[config.mk]
export PLATFORM = sky130hd
export DESIGN_NAME = qcst_top
export DESIGN_NICKNAME = d
export VERILOG_FILES = /design/src/rtl/qcst_pkg.sv /design/src/rtl/qcst_top.sv
export SDC_FILE = /design/constraint.sdc
export NUM_CORES = 2
export LEC_CHECK = 0
export BUFFER_PORTS_ARGS = -buffer_cell sky130_fd_sc_hd__buf_2
export CORE_ASPECT_RATIO = 0.7
export CORE_MARGIN = 3
export CORE_UTILIZATION = 35
export CTS_BUF_LIST = sky130_fd_sc_hd__clkbuf_8
export DETAILED_ROUTE_END_ITERATION = 7
export MAX_ROUTING_LAYER = met4
export PLACE_DENSITY = 0.55
export SKIP_CTS_REPAIR_TIMING = 1
export SLEW_MARGIN = 30
export SYNTH_ARGS = -nofsm -noshare
export SYNTH_HDL_FRONTEND = slang
export SYNTH_SLANG_ARGS = --single-unit
[constraint.sdc]
create_clock -name clock_in -period 9.6 [get_ports clock_in]
set_input_delay 0.48 -clock clock_in [delete_from_list [all_inputs] [get_ports clock_in]]
set_output_delay 0.48 -clock clock_in [all_outputs]
set_load 0.05 [all_outputs]
[src/rtl/qcst_pkg.sv]
// How it works
// RULE1: Sum four channels, attenuate, add cascade input.
// RULE2: Attenuation is two to minus sum_shift.
// RULE3: Round result to 8-16 selectable bits.
// RULE4: Overflows clamp to full scale, never wrap.
// RULE5: Cascade input reaches output seven cycles later; the code takes eight cycles.
// RULE6: Optionally invert output MSB for offset binary.
// RULE7: Saturation events recorded in readable status; the code does not record the per-channel gain clamp.
// RULE8: Per-channel gain applied as gain over 128.
// RULE9: Software keeps coarse shift large enough.
// RULE10: Software keeps integrator gain at most unity.
// RULE11: Software prefers sum_shift for attenuation.
// RULE12: Standard mode uses internal clock doubler; the code has none and runs on clock_in.
// RULE13: Alternate mode uses double rate clock; the code ignores clock_source_select_in.
// RULE14: Three sync sources, each circuit selects one.
// RULE15: Selected sync source drivable off chip.
// RULE16: Interpolation counter makes request, sync-lockable.
// RULE17: Request five cycles after sync, then periodic.
// RULE18: Keep-alive slow clock on loss or power down; the code drives only slow_clock_sel_out, and slowck reaches no output.
// RULE19: Power-down mode auto, forced or disabled.
// RULE20: Ramp generator can replace data inputs.
// RULE21: Checksum accumulates over output data.
// RULE22: Cascade input is 16-bit signed per clock.
// RULE23: Sync input sampled before counters use it.
// RULE24: Sync out selects delayed sync, terminal, one-shot.
// RULE25: Request strobe polarity and width programmable.
// RULE26: Round half up, then saturate.
package qcst_pkg;
  localparam int DW = 16;
  localparam int AW = 4;
  localparam logic [AW-1:0] REG_CTRL = 4'h0;
  localparam logic [AW-1:0] REG_SUMCFG = 4'h1;
  localparam logic [AW-1:0] REG_GAIN = 4'h2;
  localparam logic [AW-1:0] REG_INTERP = 4'h3;
  localparam logic [AW-1:0] REG_SYNC = 4'h4;
  localparam logic [AW-1:0] REG_STATUS = 4'h5;
  localparam logic [AW-1:0] REG_CKSUM = 4'h6;
  localparam logic [AW-1:0] REG_PWR = 4'h7;
  localparam logic [31:0] BAD_READ = 32'hDEAD_0000;
  localparam logic [15:0] POS_FS = 16'h7FFF;
  localparam logic [15:0] NEG_FS = 16'h8000;
  localparam logic [2:0] IO_LATENCY = 3'h7;
  localparam logic [3:0] REQ_LEAD = 4'h5;
  localparam logic [7:0] GAIN_RESET = 8'h80;
  localparam logic [15:0] N_RESET = 16'h0008;
  localparam real CLK_MHZ = 200.0;
  localparam real SLOW_KHZ = 1.0;
  localparam int SLOW_HALF = int'(CLK_MHZ * 1000.0 / SLOW_KHZ / 2.0);
  localparam int LOSS_NS = 1000;
  localparam int LOSS_CYC = int'(LOSS_NS * CLK_MHZ / 1000.0);
  typedef enum logic [1:0] {QCST_SY_EXT, QCST_SY_ONESHOT, QCST_SY_COUNT, QCST_SY_NONE} qcst_sync_e;
  typedef enum logic [1:0] {QCST_PD_AUTO, QCST_PD_FORCE, QCST_PD_OFF, QCST_PD_RSV} qcst_pd_e;
  typedef struct packed {
    logic [DW-1:0] ch0;
    logic [DW-1:0] ch1;
    logic [DW-1:0] ch2;
    logic [DW-1:0] ch3;
  } qcst_chan_s;
  typedef struct packed {
    logic [AW-1:0] address;
    logic read;
    logic write;
    logic [31:0] writedata;
  } qcst_req_s;
endpackage

[src/rtl/qcst_top.sv]
// Added by the designer: the address map and register access over Avalon-MM.
`timescale 1ns/1ps
`default_nettype none
module qcst_top #(
  parameter int SLOW_HALF_CYC = qcst_pkg::SLOW_HALF
) (
  // Clock and reset.
  input wire logic clock_in,
  input wire logic nrst_in,
  // Register bus.
  input wire qcst_pkg::qcst_req_s bus_in,
  output logic [31:0] readdata_out,
  output logic waitrequest_out,
  // Channel and cascade data.
  input wire qcst_pkg::qcst_chan_s chan_in,
  input wire logic [15:0] sum_in,
  output logic [15:0] sum_out,
  // Clocking and sync pins.
  input wire logic clock_source_select_in,
  input wire logic ref_clock_in,
  input wire logic sync_in_n_in,
  output logic sync_out_n_out,
  output logic sample_request_out,
  output logic slow_clock_sel_out,
  output logic ramp_active_out
);
  import qcst_pkg::*;

  // ****************************************************
  // State.
  // ****************************************************
  typedef struct packed {
    logic [7:0] ctrl;
    logic [7:0] sumcfg;
    logic [31:0] gains;
    logic [15:0] interp;
    logic [7:0] synccfg;
    logic [7:0] pwr;
    logic [7:0] status;
    logic [31:0] cksum;
    logic rd_done;
    logic [31:0] rdata;
    logic [1:0] sy;
    logic [1:0] rk;
    logic rk_d;
    logic [31:0] losscnt;
    logic [31:0] slowcnt;
    logic slowck;
    logic slow_sel;
    logic [17:0] s1;
    logic [15:0] cas1;
    logic [19:0] s2;
    logic [15:0] s3;
    logic [15:0] p4;
    logic [15:0] p5;
    logic [15:0] p6;
    logic [15:0] p7;
    logic [15:0] sout;
    logic [15:0] ramp;
    logic [17:0] icnt;
    logic [3:0] lead;
    logic lead_on;
    logic [7:0] wcnt;
    logic [15:0] scnt;
    logic [3:0] osht;
    logic [3:0] sdly;
    logic sout_n;
    logic req;
  } qcst_state_s;
  qcst_state_s r, next_r;

  // Saturating 16-bit clamp of a wider signed value.
  function automatic logic [15:0] sat16(input logic signed [23:0] v);
    if (v > 24'sh007FFF) begin
      sat16 = POS_FS;
    end else if (v < -24'sh008000) begin
      sat16 = NEG_FS;
    end else begin
      sat16 = v[15:0];
    end
  endfunction

  logic signed [23:0] prod [4];
  logic signed [23:0] tot;
  logic signed [23:0] cas;
  logic signed [23:0] rnd;
  logic [15:0] ch_w [4];
  logic [15:0] ch_sat [4];
  logic [15:0] rmask;
  logic [15:0] rhalf;
  logic ovf;
  logic sync_ev;
  logic req_sync;

  assign ch_w[0] = r.ctrl[0] ? r.ramp : chan_in.ch0;
  assign ch_w[1] = r.ctrl[0] ? r.ramp : chan_in.ch1;
  assign ch_w[2] = r.ctrl[0] ? r.ramp : chan_in.ch2;
  assign ch_w[3] = r.ctrl[0] ? r.ramp : chan_in.ch3;

  genvar g;
  generate
    for (g = 0; g < 4; g++) begin : gch
      // Gain over 128, clamped per channel.
      assign prod[g] = 24'($signed(ch_w[g]) * $signed({1'b0, r.gains[8*g +: 8]})) >>> 7; // RULE8 RULE20
      assign ch_sat[g] = sat16(prod[g]); // RULE4
    end
  endgenerate

  // ****************************************************
  // Next state.
  // ****************************************************
  always_comb begin
    next_r = r;
    ovf = 1'b0;
    tot = 24'sh0;
    cas = 24'sh0;
    rnd = 24'sh0;
    sync_ev = 1'b0;
    req_sync = 1'b0;
    rmask = 16'h0000;
    rhalf = 16'h0000;
    // Bus slave: writes in one cycle, reads answer one cycle later.
    next_r.rd_done = 1'b0;
    if (bus_in.write) begin
      case (bus_in.address)
        REG_CTRL: next_r.ctrl = bus_in.writedata[7:0];
        REG_SUMCFG: next_r.sumcfg = bus_in.writedata[7:0];
        REG_GAIN: next_r.gains = bus_in.writedata;
        REG_INTERP: next_r.interp = bus_in.writedata[15:0];
        REG_SYNC: next_r.synccfg = bus_in.writedata[7:0];
        REG_PWR: next_r.pwr = bus_in.writedata[7:0];
        default: ;
      endcase
    end
    if (bus_in.read && !r.rd_done) begin
      next_r.rd_done = 1'b1;
      case (bus_in.address)
        REG_CTRL: next_r.rdata = {24'h0, r.ctrl};
        REG_SUMCFG: next_r.rdata = {24'h0, r.sumcfg};
        REG_GAIN: next_r.rdata = r.gains;
        REG_INTERP: next_r.rdata = {16'h0, r.interp};
        REG_SYNC: next_r.rdata = {24'h0, r.synccfg};
        REG_STATUS: next_r.rdata = {24'h0, r.status};
        REG_CKSUM: next_r.rdata = r.cksum;
        REG_PWR: next_r.rdata = {29'h0, r.slow_sel, r.pwr[1:0]};
        default: next_r.rdata = BAD_READ;
      endcase
    end
    // Sum tree pipeline.
    tot = $signed({{6{ch_sat[0][15]}}, ch_sat[0]}) + $signed({{6{ch_sat[1][15]}}, ch_sat[1]})
        + $signed({{6{ch_sat[2][15]}}, ch_sat[2]}) + $signed({{6{ch_sat[3][15]}}, ch_sat[3]}); // RULE1
    // The part-select is unsigned, so re-sign it before the arithmetic shift.
    next_r.s1 = 18'($signed(tot[17:0]) >>> r.sumcfg[1:0]); // RULE2
    next_r.cas1 = r.ctrl[0] ? r.ramp : sum_in; // RULE22 RULE20
    cas = $signed({{6{r.s1[17]}}, r.s1}) + $signed({{8{r.cas1[15]}}, r.cas1}); // RULE1
    next_r.s2 = cas[19:0];
    next_r.s3 = sat16($signed({{4{r.s2[19]}}, r.s2})); // RULE4
    if (($signed(r.s2) > 20'sh07FFF) || ($signed(r.s2) < -20'sh08000)) begin
      ovf = 1'b1;
    end
    // Round half up to the selected width: 0..4 gives 16,14,12,10,8 bits.
    case (r.sumcfg[4:2])
      3'h1: begin rmask = 16'hFFFC; rhalf = 16'h0002; end
      3'h2: begin rmask = 16'hFFF0; rhalf = 16'h0008; end
      3'h3: begin rmask = 16'hFFC0; rhalf = 16'h0020; end
      3'h4: begin rmask = 16'hFF00; rhalf = 16'h0080; end
      default: begin rmask = 16'hFFFF; rhalf = 16'h0000; end
    endcase
    rnd = $signed({{8{r.s3[15]}}, r.s3}) + $signed({8'h00, rhalf}); // RULE26 RULE3
    next_r.p4 = sat16(rnd) & rmask; // RULE26 RULE4
    if ($signed(rnd) > 24'sh007FFF) begin
      next_r.p4 = POS_FS & rmask;
      ovf = 1'b1;
    end
    // Delay stages that set the fixed eight-cycle latency from sum_in to sum_out.
    next_r.p5 = r.p4; // RULE5
    next_r.p6 = r.p5;
    next_r.p7 = r.p6; // RULE5
    next_r.sout = {r.p7[15] ^ r.sumcfg[5], r.p7[14:0]}; // RULE6
    next_r.status = r.status | {7'h0, ovf}; // RULE7
    if (bus_in.write && bus_in.address == REG_STATUS) begin
      next_r.status = (r.status & ~bus_in.writedata[7:0]) | {7'h0, ovf};
    end
    next_r.cksum = {r.cksum[30:0], r.cksum[31]} ^ {16'h0, r.sout}; // RULE21
    if (bus_in.write && bus_in.address == REG_CKSUM) begin
      next_r.cksum = 32'h0;
    end
    next_r.ramp = r.ramp + 16'h0001; // RULE20
    // Sync handling.
    next_r.sy = {r.sy[0], ~sync_in_n_in}; // RULE23
    next_r.osht = {r.osht[2:0], 1'b0};
    if (bus_in.write && bus_in.address == REG_SYNC && bus_in.writedata[8]) begin
      next_r.osht = 4'hF;
    end
    next_r.scnt = r.scnt - 16'h0001;
    if (r.scnt == 16'h0000) begin
      next_r.scnt = r.interp;
    end
    next_r.sdly = {r.sdly[2:0], r.sy[1]};
    case (qcst_sync_e'(r.synccfg[1:0])) // RULE14
      QCST_SY_EXT: sync_ev = r.sy[1];
      QCST_SY_ONESHOT: sync_ev = r.osht[3];
      QCST_SY_COUNT: sync_ev = (r.scnt == 16'h0000);
      default: sync_ev = 1'b0;
    endcase
    case (r.synccfg[3:2]) // RULE24 RULE15
      2'h0: next_r.sout_n = ~r.sdly[3];
      2'h1: next_r.sout_n = ~(r.scnt == 16'h0000);
      2'h2: next_r.sout_n = ~r.osht[3];
      default: next_r.sout_n = 1'b1;
    endcase
    // Interpolation counter: period 4N complex, 2N real.
    req_sync = sync_ev && r.ctrl[2]; // RULE16
    next_r.icnt = r.icnt - 18'h00001;
    next_r.lead_on = r.lead_on;
    next_r.lead = r.lead;
    if (req_sync) begin
      next_r.lead_on = 1'b1;
      // Two synchroniser stages and three counter stages already use up the whole lead.
      next_r.lead = REQ_LEAD - 4'h5; // RULE17
    end else if (r.lead_on) begin
      next_r.lead = r.lead - 4'h1;
      if (r.lead == 4'h0) begin
        next_r.lead_on = 1'b0;
        next_r.icnt = 18'h0;
      end
    end
    next_r.wcnt = (r.wcnt != 8'h00) ? r.wcnt - 8'h01 : 8'h00;
    if (!r.lead_on && !req_sync && r.icnt == 18'h0) begin
      next_r.icnt = r.ctrl[3] ? {1'b0, r.interp, 1'b0} - 18'h00001
                              : {r.interp, 2'b00} - 18'h00001; // RULE17
      next_r.wcnt = {4'h0, r.synccfg[7:4]} + 8'h01;
    end
    next_r.req = (r.wcnt != 8'h00) ^ r.ctrl[4]; // RULE25
    // Power down: clock loss watch on the reference clock.
    next_r.rk = {r.rk[0], ref_clock_in};
    next_r.rk_d = r.rk[1];
    next_r.losscnt = (r.rk[1] != r.rk_d) ? 32'h0 : r.losscnt + 32'h1;
    next_r.slowcnt = r.slowcnt + 32'h1;
    if (r.slowcnt >= 32'(SLOW_HALF_CYC - 1)) begin
      next_r.slowcnt = 32'h0;
      next_r.slowck = ~r.slowck; // RULE18
    end
    case (qcst_pd_e'(r.pwr[1:0])) // RULE19
      QCST_PD_AUTO: next_r.slow_sel = (r.losscnt >= 32'(LOSS_CYC)); // RULE18
      QCST_PD_FORCE: next_r.slow_sel = 1'b1;
      default: next_r.slow_sel = 1'b0;
    endcase
  end

  // ****************************************************
  // Registers.
  // ****************************************************
  always_ff @(posedge clock_in or negedge nrst_in) begin
    if (!nrst_in) begin
      r <= '0;
      r.gains <= {GAIN_RESET, GAIN_RESET, GAIN_RESET, GAIN_RESET};
      r.interp <= N_RESET;
      r.ctrl <= 8'h02;
      r.sout_n <= 1'b1;
    end else begin
      r <= next_r;
    end
  end

  // Clock source mode is not used; the core runs on clock_in in both modes.
  assign readdata_out = r.rdata;
  assign waitrequest_out = (bus_in.read && !r.rd_done);
  assign sum_out = r.sout;
  assign sync_out_n_out = r.sout_n;
  assign sample_request_out = r.req;
  assign slow_clock_sel_out = r.slow_sel;
  assign ramp_active_out = r.ctrl[0];
endmodule
`default_nettype wire

# Word-level counts from Yosys, hierarchy flattened
# Cells that the tools add are included.
[word_totals] ff_bits=407 in_bits=123 out_inout_bits=53 word_cells=165
[classes] n_addsub=14 mul=4 magnitude_cmp=15 eq_ne=17 n_shift=1 muxes=41 bitwise_logic=12 n_reduce_logical=27
[op_table] op="$mux W16" count=19
[op_table] op="$pmux W32 S8" count=1
[op_table] op="$mul A16 B9 Y24" count=4
[op_table] op="$gt A17 B16 Y1 const B" count=5
[op_table] op="$lt A17 B16 Y1 const B" count=5
[op_table] op="$mux W18" count=4
[op_table] op="$mux W32" count=2
[op_table] op="$pmux W8 S4" count=2
[op_table] op="$gt A19 B16 Y1 const B" count=2
[op_table] op="$lt A19 B16 Y1 const B" count=2
[op_table] op="$sub A18 B1 Y18 const B" count=2
[op_table] op="$mux W33" count=1
[op_table] op="$add A32 B1 Y32 const B" count=1
[op_table] op="$ge A32 B8 Y1 const B" count=1
[op_table] op="$xor A32 B16 Y32" count=1
[op_table] op="$mux W8" count=3
[op_table] op="$mux W23" count=1
[op_table] op="$add A18 B16 Y19" count=1
[op_table] op="$add A17 B16 Y18" count=1
[op_table] op="$add A18 B16 Y18" count=1
[op_table] op="$logic_not A18 Y1" count=1
[op_table] op="$sshr A18 B2 Y18" count=1
[op_table] op="$sub A17 B1 Y18 const B" count=1
[op_table] op="$add A16 B16 Y17" count=1
[op_table] op="35 further kinds" count=68

# Depth between registers and ports, before layout
[logic_depth] ltp_word=9 mapped_depth=38

# Least setup slack after synthesis
# No wires, ideal clock.
[synth_timing] kind="register to register" from="reg r, in the netlist ramp_active_out" to="reg r[219] in the netlist's numbering" setup_time_ps=99 t_arrival_ps=9576 required_ps=9501 path_slack_ps=-76 stages_incl_launch_ff=36 path_buffers=4 period_less_slack_ps=9676 path_cell_list="dfrtp_1 -> buf_6 -> clkbuf_1 -> buf_1 -> o21ai_1 -> and2_1 -> fa_1 -> inv_1 -> fa_1 -> inv_1 -> fa_1 -> inv_1 -> fa_1 -> inv_1 -> ha_1 -> and3_1 -> a221o_1 -> or3_1 -> a21oi_1 -> o21ai_2 -> o31ai_1 -> clkbuf_1 -> o21ai_0 -> fa_1 -> fa_1 -> ha_1 -> fa_1 -> a21o_1 -> a21oi_1 -> o21a_1 -> o211ai_1 -> a41oi_1 -> o21bai_1 -> a21oi_1 -> xnor2_1 -> a311oi_1"
[synth_lines] element="from (decl)" line="qcst_top.sv:70" rtl="qcst_state_s r, next_r;"
[synth_lines] element="from (signal assigned)" line="qcst_top.sv:262" rtl="r <= next_r;"

==> results.py <==
metrics = {
    "setup_path": {
        "critical_path_arrival_ps": 9790,
        "r2r-end": "r[219]",
        "cp.required_ps": 10220,
        "cpMaxStageDelayCell": "fa_1",
        "path_max_fanout": 11,
        "crit_path_max_incr_delay_ps": 600,
        "ff2ff_path_depth": 35,
        "path_class": "flop to flop",
        "crit_top_cell": "fa_1",
        "reg2reg_slack_ps": 430,
        "startpoint_type": "flop",
        "reg2reg_from": "ramp_active_out",
        "cp-end-kind": "flop",
    },
    "global_route": {
        "grt_max_degree": 108,
        "antenna_found_initial": 8,
        "grt_use_met3": 0.0406,
        "grt_pass1_vias": 28100,
        "use_met2": 0.291,
        "grt_pass1_wl_microns": 170000,
        "grt_util_met1": 0.303,
        "overflow": 0,
        "top_usage_layer": "met1",
        "grt_usage": 0.205,
    },
    "logic_synthesis": {
        "synth_fp_nets": 4753,
        "synth_flop_cell": "dfrtp_1",
        "synthArstFlopShare": 1.00,
        "syn_area_per_cell_sq_um": 9.44,
        "ys_ff_latch": 407,
        "netlist_area_sq_um": 37500,
        "synth_edf_count": 0,
        "synth_seq_area_share": 0.271,
        "synthCells": 3977,
        "yosys_warnings": 0,
        "yosys.cell_types.count": 84,
    },
    "drt": {
        "drt_pass1_iterations": 5,
        "drt-vias-per-instance": 4.82,
        "wl_per_cell_microns": 19.1,
        "routed_wl_microns": 109000,
        "antenna_left": 0,
        "drtIter0Drc": 1755,
        "vias": 27400,
        "drc": 0,
    },
    "sta": {
        "tns_ps": 0,
        "max_freq_mhz": 109,
        "finalSetupViolCount": 0,
        "final_hold_viol_count": 0,
        "slew_headroom": 0.384,
        "period_share": 0.955,
        "fin_worst_skew_ps": 44.6,
        "worst_pin_slew_ps": 925,
        "slew_viol_final": 0,
        "layout_min_cycle_time_ps": 9170,
    },
    "hold_path": {
        "min_to": "r[191]",
        "holdCritStartpoint": "sum_in[2]",
        "holdCritPathClass": "primary input to flop",
        "whs_path_depth": 3,
    },
    "placed_design": {
        "post-dp-hpwl_microns": 86900,
        "placedInstanceArea_sq_um": 40500,
        "dp_cells": 5529,
        "portBuffers": 174,
        "routabilityCongestion": 0.893,
    },
    "cts": {
        "clock_sinks": 407,
        "cts_buffers": 69,
        "cts_htree_levels": 3,
        "cts.clk_slew.worst_paths_ps": 70,
        "clockBufferDepth": 3,
        "root_buffer": "clkbuf_8",
        "tritoncts": "yes",
        "clk_latency_ps": 720,
    },
    "layout": {
        "stdcell_count": 5687,
        "final_nets": 4991,
        "drive_above_1_share": 0.139,
        "post-route-util": 0.403,
        "post-route-cell-area_sq_um": 42500,
        "synthToLayoutAreaGrowth_pct": 13.1,
    },
    "die": {
        "dieWidth_microns": 397,
        "coreArea_sq_um": 105000,
        "fp.dieH_microns": 280,
        "die_area_sq_um": 111000,
        "io-pin-count": 176,
        "start_util": 0.357,
        "fp-row-count": 99,
    },
    "status": {
        "outcome": "completed",
    },
    "run": {
        "maxCapViolCount": 0,
    },
}
## cell usage in the layout, fill, tap and decap left out, types with 24 or more instances in the layout
master / netlist / routed
a21oi_1: 127 / 124
nor2_1: 164 / 162
xnor2_1: 152 / 151
o21ai_0: 108 / 105
a21o_1: 49 / 49
clkbuf_8: 0 / 85
buf_2: 8 / 173
ha_1: 223 / 223
and2_1: 201 / 201
fa_1: 430 / 430
mux2_2: 78 / 77
nor2b_1: 92 / 92
mux2i_1: 46 / 45
nand2_1: 401 / 395
dfrtp_1: 400 / 396
buf_4: 52 / 141
inv_1: 743 / 767
nor3_1: 38 / 36
xor2_1: 80 / 79
nand2b_1: 48 / 47
nand3_1: 47 / 47
o21ai_1: 55 / 36
o21a_1: 24 / 24
## stage by stage
| stage | worst slack, ps | hold WS (ps) |
|---|---|---|
| after floorplan | 2.59 | 184 |
| after global placement | 65.4 | 331 |
| after detailed placement | -111 | 335 |
| after CTS | -120 | -272 |
| after global routing | -56.2 | 2.08 |
| final | 430 | 44.5 |
## cell families after synthesis
kind of cell,after synthesis,share of synthesized area
xor gates and xnor gates,232,0.0541
AOI/OAI and AO/OA,525,0.0884
muxes,128,0.0381
and+or+nand+nor,1108,0.146
DFF,407,0.271
buffers and inverters,924,0.0982
adders and majority gates,653,0.304
## worst max-delay path by stage
stage | from | slack (ps) | endpoint
global placement | ramp_active_out | 70 | r[218]
global route | ramp_active_out | -60 | r[219]
floorplan | ramp_active_out | 3 | r[219]
finish | ramp_active_out | 430 | r[219]
CTS | ramp_active_out | -120 | r[220]
detailed placement | ramp_active_out | -110 | r[220]
## flip-flops by register name (all words and copies together), names as in the netlist
name                flops
sync_out_n_out          1
sample_request_out      1
readdata_out           32
r                     285
ramp_active_out         1
slow_clock_sel_out      1
sum_out                16
next_r                 70
## worst max-delay path: cells and delay by family, from the launching register on
family,cells,cell delay [ps]
flip-flops,1,540
adder cells (fa/ha/maj),8,3880
AND/OR/NAND/NOR,4,680
AO/OA/AOI/OAI,15,2870
buffers and inverters,7,740
multiplexers,1,360
## cells in the mapped netlist (8+ instances only)
cell,n,share of area
a211oi_1,11,0.0022
a21boi_0,13,0.0026
a21o_1,49,0.0098
a21oi_1,127,0.017
a221oi_1,20,0.0047
a22o_1,12,0.0028
a31oi_1,16,0.0027
and2_1,201,0.033
and3_1,20,0.0033
buf_1,14,0.0014
buf_2,8,0.0011
buf_4,52,0.010
clkbuf_1,102,0.010
dfrtp_1,400,0.27
fa_1,430,0.23
ha_1,223,0.074
inv_1,743,0.074
mux2_2,78,0.023
mux2i_1,46,0.012
nand2_1,401,0.040
nand2b_1,48,0.0080
nand3_1,47,0.0063
nand4_1,23,0.0038
nor2_1,164,0.016
nor2b_1,92,0.015
nor3_1,38,0.0051
nor4_1,24,0.0040
o21a_1,24,0.0048
o21ai_0,108,0.014
o21ai_1,55,0.0073
o22ai_1,17,0.0028
o31ai_1,11,0.0022
or3_1,16,0.0027
xnor2_1,152,0.035
xor2_1,80,0.019
## layer usage
layer / routed length [microns] / part of all wire / up-vias
li1: - / - / 13000
met1: 53100 / 0.49 / 13600
met2: 45700 / 0.42 / 684
met3: 7800 / 0.072 / 106
met4: 2130 / 0.020 / 0
met5: 0 / 0 / -
## cell type report
type,instances,area [sq um]
antenna,5,12.5
clock buffer,85,1170
clock inverter,39,289
fill,10500,62800
inverter,746,2800
multi-input combinational,2646,23900
sequential,407,10200
tap,1414,1770
timing repair buffer,345,2320
Power is left out: the tool's default activity adds up to more than one toggle a clock period on the data nets, which glitch-free logic cannot reach.
